### src/logic/dmr_cfg.svh
// Constants for the strobe oscillator, calibration invert and termination mode registers
`ifndef DMR_CFG_SVH
`define DMR_CFG_SVH
`define DMR_ADDR_OSC_LOW 6'h12
`define DMR_ADDR_OSC_HIGH 6'h13
`define DMR_ADDR_INV_MASK 6'h14
`define DMR_ADDR_RSVD_21 6'h15
`define DMR_ADDR_TERM_CTRL 6'h16
`define DMR_TERM_CODE_MSB 2
`define DMR_TERM_CK_BIT 3
`define DMR_TERM_CS_BIT 4
`define DMR_TERM_CA_BIT 5
`define DMR_TERM_USED_W 6
`define DMR_TERM_RESET 6'h00
`define DMR_TERM_CODE_OFF 3'h0
`define DMR_TERM_CODE_RSVD 3'h7
`define DMR_MASK_RESET 8'h00
`define DMR_SYNC_STAGES 3
`endif

### src/logic/dmr_pkg.sv
// Types shared by the mode register slice
package dmr_pkg;
  typedef logic [5:0] dmr_addr_t;  // Mode register address
  typedef logic [7:0] dmr_byte_t;  // Mode register operand
  typedef enum logic [1:0] {DMR_OSC_IDLE, DMR_OSC_RUN} dmr_osc_state_t;  // Oscillator counter state
endpackage : dmr_pkg

### src/logic/dmr_mode_regs.sv
// Mode register slice: oscillator count, upper invert mask, termination overrides
`timescale 1ns/100ps
`include "dmr_cfg.svh"
module dmr_mode_regs #(
  parameter int COUNT_W = 16
) (
  // Clock and reset
  input wire logic mclk_in,
  input wire logic rst_n_in,
  // Mode register commands
  input wire logic mrw_valid_in,
  input wire logic mrr_valid_in,
  input wire dmr_pkg::dmr_addr_t mr_addr_in,
  input wire dmr_pkg::dmr_byte_t mr_wdata_in,
  output dmr_pkg::dmr_byte_t mrr_data_out,
  output logic mrr_valid_out,
  // Oscillator commands
  input wire logic osc_start_in,
  input wire logic osc_stop_in,
  input wire logic osc_tick_in,
  output logic osc_running_out,
  // Set point and io configuration
  input wire logic write_set_point_select_in,
  input wire logic active_set_point_select_in,
  input wire logic bus_inversion_enable_in,
  input wire logic term_value_valid_in,
  // Bond pad
  input wire logic cmd_bus_term_pad_in,
  // Read calibration path
  input wire logic cal_active_in,
  input wire dmr_pkg::dmr_byte_t cal_pattern_in,
  input wire logic cal_mask_pattern_in,
  output dmr_pkg::dmr_byte_t cal_upper_dq_out,
  output logic mask_inversion_pin_out,
  output logic bus_inversion_apply_out,
  // Termination controls
  output logic [2:0] controller_term_strength_out,
  output logic controller_term_rsvd_out,
  output logic clock_term_en_out,
  output logic chip_select_term_en_out,
  output logic cmd_addr_term_en_out
);
  import dmr_pkg::*;

  // Register state
  logic [COUNT_W-1:0] osc_count;  // Oscillator count
  dmr_byte_t upper_byte_cal_invert_mask;  // Calibration invert mask
  logic [`DMR_TERM_USED_W-1:0] term_copy [2];  // Termination copies per set point
  logic [`DMR_SYNC_STAGES-1:0] pad_sync;  // Bond pad synchroniser
  logic pad_level;  // Filtered pad level

  // Oscillator counter
  dmr_osc_counter #(
    .COUNT_W(COUNT_W)
  ) u_osc (
    .mclk_in(mclk_in),
    .rst_n_in(rst_n_in),
    .start_in(osc_start_in),
    .stop_in(osc_stop_in),
    .tick_in(osc_tick_in),
    .count_out(osc_count),
    .running_out(osc_running_out)
  );

  // Address decode
  wire hit_mask = mr_addr_in == `DMR_ADDR_INV_MASK;
  wire hit_term = mr_addr_in == `DMR_ADDR_TERM_CTRL;
  wire wr_mask = mrw_valid_in && hit_mask;
  wire wr_term = mrw_valid_in && hit_term;
  wire [`DMR_TERM_USED_W-1:0] wr_term_copy = term_copy[write_set_point_select_in];
  wire [`DMR_TERM_USED_W-1:0] act_term = term_copy[active_set_point_select_in];

  // Read data select, reserved slot and unmapped addresses read zero
  dmr_byte_t rd_data;
  always_comb begin
    unique case (mr_addr_in)
      `DMR_ADDR_OSC_LOW: rd_data = osc_count[7:0];
      `DMR_ADDR_OSC_HIGH: rd_data = osc_count[15:8];
      `DMR_ADDR_INV_MASK: rd_data = upper_byte_cal_invert_mask;
      `DMR_ADDR_TERM_CTRL: rd_data = {2'b00, wr_term_copy};
      default: rd_data = 8'h00;
    endcase
  end

  // Mode register read response
  always_ff @(posedge mclk_in) begin
    if (!rst_n_in) begin
      mrr_data_out <= 8'h00;
      mrr_valid_out <= 1'b0;
    end else begin
      mrr_valid_out <= mrr_valid_in;
      if (mrr_valid_in) mrr_data_out <= rd_data;
    end
  end

  // Writable registers; writes to read-only and reserved slots are dropped
  always_ff @(posedge mclk_in) begin
    if (!rst_n_in) begin
      upper_byte_cal_invert_mask <= `DMR_MASK_RESET;
      term_copy[0] <= `DMR_TERM_RESET;
      term_copy[1] <= `DMR_TERM_RESET;
    end else begin
      if (wr_mask) upper_byte_cal_invert_mask <= mr_wdata_in;
      if (wr_term) term_copy[write_set_point_select_in] <= mr_wdata_in[`DMR_TERM_USED_W-1:0];
    end
  end

  // Bond pad synchroniser, level taken when last two stages agree
  always_ff @(posedge mclk_in) begin
    if (!rst_n_in) begin
      pad_sync <= '0;
      pad_level <= 1'b0;
    end else begin
      pad_sync <= {pad_sync[`DMR_SYNC_STAGES-2:0], cmd_bus_term_pad_in};
      if (pad_sync[2] == pad_sync[1]) pad_level <= pad_sync[2];
    end
  end

  // Calibration output path
  always_ff @(posedge mclk_in) begin
    if (!rst_n_in) begin
      cal_upper_dq_out <= 8'h00;
      mask_inversion_pin_out <= 1'b0;
    end else begin
      cal_upper_dq_out <= cal_pattern_in ^ upper_byte_cal_invert_mask;
      mask_inversion_pin_out <= cal_mask_pattern_in;
    end
  end

  // Bus inversion is suppressed during calibration
  assign bus_inversion_apply_out = bus_inversion_enable_in && !cal_active_in;

  // Termination decode from the active copy
  wire [2:0] act_code = act_term[`DMR_TERM_CODE_MSB:0];
  assign controller_term_strength_out = act_code;
  assign controller_term_rsvd_out = act_code == `DMR_TERM_CODE_RSVD;
  assign clock_term_en_out = term_value_valid_in && (pad_level || act_term[`DMR_TERM_CK_BIT]);
  assign chip_select_term_en_out = term_value_valid_in && (pad_level || act_term[`DMR_TERM_CS_BIT]);
  assign cmd_addr_term_en_out = term_value_valid_in && pad_level && !act_term[`DMR_TERM_CA_BIT];
endmodule : dmr_mode_regs

### src/logic/dmr_osc_counter.sv
// Strobe oscillator counter, cleared and started by the start command
`timescale 1ns/100ps
`include "dmr_cfg.svh"
module dmr_osc_counter #(
  parameter int COUNT_W = 16
) (
  // Clock and reset
  input wire logic mclk_in,
  input wire logic rst_n_in,
  // Oscillator control
  input wire logic start_in,
  input wire logic stop_in,
  input wire logic tick_in,
  // Count and state
  output logic [COUNT_W-1:0] count_out,
  output logic running_out
);
  import dmr_pkg::*;

  dmr_osc_state_t state;  // Run state
  dmr_osc_state_t next_state;  // Next run state
  logic [COUNT_W-1:0] next_count;  // Next count
  wire count_full = &count_out;  // Saturation point

  // State decode
  always_comb begin
    next_state = state;
    unique case (state)
      DMR_OSC_IDLE: if (start_in) next_state = DMR_OSC_RUN;
      DMR_OSC_RUN: if (stop_in && !start_in) next_state = DMR_OSC_IDLE;
      // Unused codes of the two-bit state fall back to idle
      default: next_state = DMR_OSC_IDLE;
    endcase
  end

  // Count update, start clears the count
  always_comb begin
    if (start_in) begin
      next_count = '0;
    end else if (state == DMR_OSC_RUN && tick_in && !count_full) begin
      next_count = count_out + {{(COUNT_W-1){1'b0}}, 1'b1};
    end else begin
      next_count = count_out;
    end
  end

  // Registers
  always_ff @(posedge mclk_in) begin
    if (!rst_n_in) begin
      state <= DMR_OSC_IDLE;
      count_out <= '0;
    end else begin
      state <= next_state;
      count_out <= next_count;
    end
  end

  assign running_out = (state == DMR_OSC_RUN);
endmodule : dmr_osc_counter

### config.mk
export PLATFORM = sky130hd
export DESIGN_NAME = dmr_mode_regs
export DESIGN_NICKNAME = d
export VERILOG_FILES = /design/src/logic/dmr_pkg.sv /design/src/logic/dmr_mode_regs.sv /design/src/logic/dmr_osc_counter.sv
export VERILOG_INCLUDE_DIRS = /design/src /design/src/logic
export SDC_FILE = /design/constraint.sdc
export NUM_CORES = 1
export LEC_CHECK = 0
export ABC_CLOCK_PERIOD_IN_PS = 4500
export BUFFER_PORTS_ARGS = -buffer_cell sky130_fd_sc_hd__clkbuf_2
export CORE_MARGIN = 2
export CORE_UTILIZATION = 58
export DETAILED_ROUTE_END_ITERATION = 10
export PLACE_DENSITY = 0.85
export SYNTH_ARGS = -nofsm -noshare
export SYNTH_HDL_FRONTEND = slang
export SYNTH_SLANG_ARGS = --single-unit
### constraint.sdc
create_clock -name mclk_in -period 4.5 [get_ports mclk_in]
set_input_delay 0.225 -clock mclk_in [delete_from_list [all_inputs] [get_ports mclk_in]]
set_output_delay 0.225 -clock mclk_in [all_outputs]
set_load 0.02 [all_outputs]
==> results.toml <==
[status]
status = "finished clean"

[timing]
fin_skew_ns = 0.00947
post-route-period-util_pct = 50.6
rsz0062_at_grt = "no"
slew_headroom_pct = 29.4
hold_viol = 0
fmax_ghz = 0.439
finalSetupViolCount = 0
slew_viol_final = 0
fin_crit_ns = 2.28
tightest_slew_ns = 1.05
finalSetupTns_ns = 0

[grt]
grt_overflow_total = 0
track_usage_pct = 25.9
grt_pass1_wl_mm = 10.4
grt_max_degree = 35
antenna_found_initial = 0
grt_pass1_vias = 2237

[finish]
drive_above_1_share_pct = 26.5
fin_nets = 391
num_antenna_cells = 0
layout_common_cells = "clkbuf_2, dfxtp_1, and2_1, nand2_1, o21ai_0"
layout_commonest_cell = "clkbuf_2"
syn_to_final_growth_pct = 18.4

[logic_synthesis]
syn_nets = 331
ys_async_sr_fraction_pct = 0
synth_cell_types = 50
synthFlopType = "dfxtp_1"
synth-xor-area-share_pct = 2.82
synthAdderAreaFrac_pct = 0.448
synthCells = 294
syn_area_sq_mm = 0.00280
synth-simple-area-share_pct = 26.2
synth_top_family_by_area = "simple AND/OR/NAND/NOR gates"
synth_edf_count = 12
ys_ff_latch = 59
synth.area.mux_share_pct = 4.74
ys_warn_count = 0
synth-seq-area-share_pct = 46.6
avgSynthCellArea_sq_um = 9.51
synth_compound_area_share_pct = 16.7

[cts]
cts_buffer_depth = 2
cts_root_buf = "clkbuf_8"
cts_resized = 0
cts_inserted_buffers = 9
clkTransAtPathRegs_ns = 0.07
clk_latency_ns = 0.34
h-tree-depth = 3
cts_tree = "done"
post_cts_buffers = 0
cts_hold_buf = 0
cts_sinks = 59

[pwr]
power_frac_seq_pct = 49.6
p_int_uw = 856
power_frac_comb_pct = 7.8
powerDensity_mw_per_mm2 = 339
swShare_pct = 23.7
ir_drop_mv = 0.153
p_clk_share_pct = 42.6
finalPower_uw = 1120
p_leak_uw = 0.00128
switching_power_uw = 266

[floorplanning]
rows = 25
die-area_sq_mm = 0.00539
pin_count = 63
initial_core_util_pct = 59.6
die_w_um = 73.4
die_h_um = 73.4
core_area_sq_mm = 0.00469

[hold_path]
hp-class = "input port to register"

[critical_path]
crit_path_max_incr_delay_ns = 0.96
crit_chain = "ha_1, nand4_1, nor4_2, o21ai_0, a21oi_1"
cp-end-kind = "register"
required_ns = 4.76
cp.arrival_ns = 2.53
r2r_slack_ns = 2.22
path_buf_inv = 0
critPathTopFamily = "simple AND/OR/NAND/NOR gates"
crit_type = "register to register"
start_kind = "register"
crit_path_top_delay_cell = "nor4_2"
crit_fanout = 16

[routing]
viasPerCell = 5.99
ant_nets = 0
wirelength_mm = 6.51
wire_per_inst_um = 15.8
drc_errors = 0
drt_iter0_markers = 207
vias = 2472
drt_first_pass_iters = 4

[placed_design]
portBuffers = 62
dpl.hpwl_mm = 4.68
place_congestion = 0.823

[flow_run]
max_cap_violations = 0
sequential cells by signal, summed over array words and instances, names as in the netlist:
signal                      cells
u_osc.state                     1
pad_level                       1
mrr_valid_out                   1
term_copy                      12
upper_byte_cal_invert_mask      8
mrr_data_out                    8
u_osc.count_out                16
mask_inversion_pin_out          1
cal_upper_dq_out                8
pad_sync                        3
cell families after synthesis:
| kind of cell | after synthesis |
|---|---|
| multiplexers | 12 |
| XOR/XNOR | 9 |
| buffers and inverters | 17 |
| adder cells (fa/ha/maj) | 1 |
| AND/OR/NAND/NOR | 125 |
| flip-flops | 59 |
| AO/OA/AOI/OAI | 71 |
power groups by stage:
| stage | Clock, uW | Sequential [uW] | Combinational [uW] |
|---|---|---|---|
| after floorplan | 0 | 574 | 43.0 |
| after global placement | 0 | 568 | 85.0 |
| after detailed placement | 0 | 569 | 86.6 |
| after CTS | 483 | 557 | 87.5 |
| after global routing | 509 | 558 | 94.5 |
| final | 478 | 557 | 87.4 |
area by class of cell:
class / instances / area (sq um)
Fill cell: 369 / 1380
Multi-Input combinational cell: 218 / 1420
Tap cell: 54 / 67.6
Sequential cell: 59 / 1300
Inverter: 4 / 15.0
Clock inverter: 5 / 51.3
Timing Repair Buffer: 62 / 310
Clock buffer: 11 / 141
worst reg2reg max path, delay by kind of cell, from the launching register on:
kind	cells	cell delay [ns]
AND/OR/NAND/NOR	2	1.16
flip-flops	1	0.41
AO/OA/AOI/OAI	2	0.38
adder cells (fa/ha/maj)	1	0.25
path summary, 6_finish.rpt:
path	from	endpoint	cells past startpoint
min	cmd_bus_term_pad_in	pad_sync[0]	2
min reg2reg	pad_sync[0]	pad_sync[1]	1
max	u_osc.count_out[1]	u_osc.count_out[6]	5
max reg2reg	u_osc.count_out[1]	u_osc.count_out[6]	5
synth_stat cells, types with 2 or more instances:
master / instances / area, sq um
xor2_1: 8 / 70.1
or4_1: 5 / 37.5
o21a_1: 3 / 22.5
edfxtp_1: 12 / 360
and4_1: 2 / 17.5
nor2b_1: 10 / 62.6
nand2b_1: 5 / 31.3
dfxtp_1: 47 / 941
mux2i_1: 2 / 20.0
o21ai_0: 17 / 85.1
nand4_1: 5 / 31.3
a221oi_1: 8 / 70.1
a21boi_0: 9 / 67.6
or4_2: 2 / 17.5
nand3_1: 14 / 70.1
nand2_1: 25 / 93.8
and3_1: 5 / 31.3
clkbuf_1: 11 / 41.3
nor3_1: 3 / 15.0
a22oi_1: 5 / 37.5
and2_1: 26 / 163
inv_1: 4 / 15.0
nor2_1: 4 / 15.0
or3_1: 8 / 50.1
mux2_2: 10 / 113
a21oi_1: 15 / 75.1
o211ai_1: 4 / 30.0
o31ai_1: 3 / 22.5
metrics by stage:
stage	hold WS, ns	instance area [sq um]	setup slack, ns	utilization, %	instances
after global placement	0.433	3120	2.36	66.5	397
after floorplan	0.336	2800	2.60	-	294
after CTS	0.101	3310	2.23	70.6	413
after global routing	0.104	3310	1.86	70.6	413
after detailed placement	0.443	3120	2.21	66.5	397
final	0.0981	3310	2.22	70.6	413
routing by layer:
metal	share of wire (%)	vias to the layer above	routed length (um)	track usage [%]
met5	0	-	0	0
met4	1.4	0	94	12.1
met3	6.9	8	452	4.94
met2	48	100	3150	42.3
met1	43	1152	2820	33.1
li1	-	1212	-	-
No activity file was read; power rests on OpenSTA's default activity.
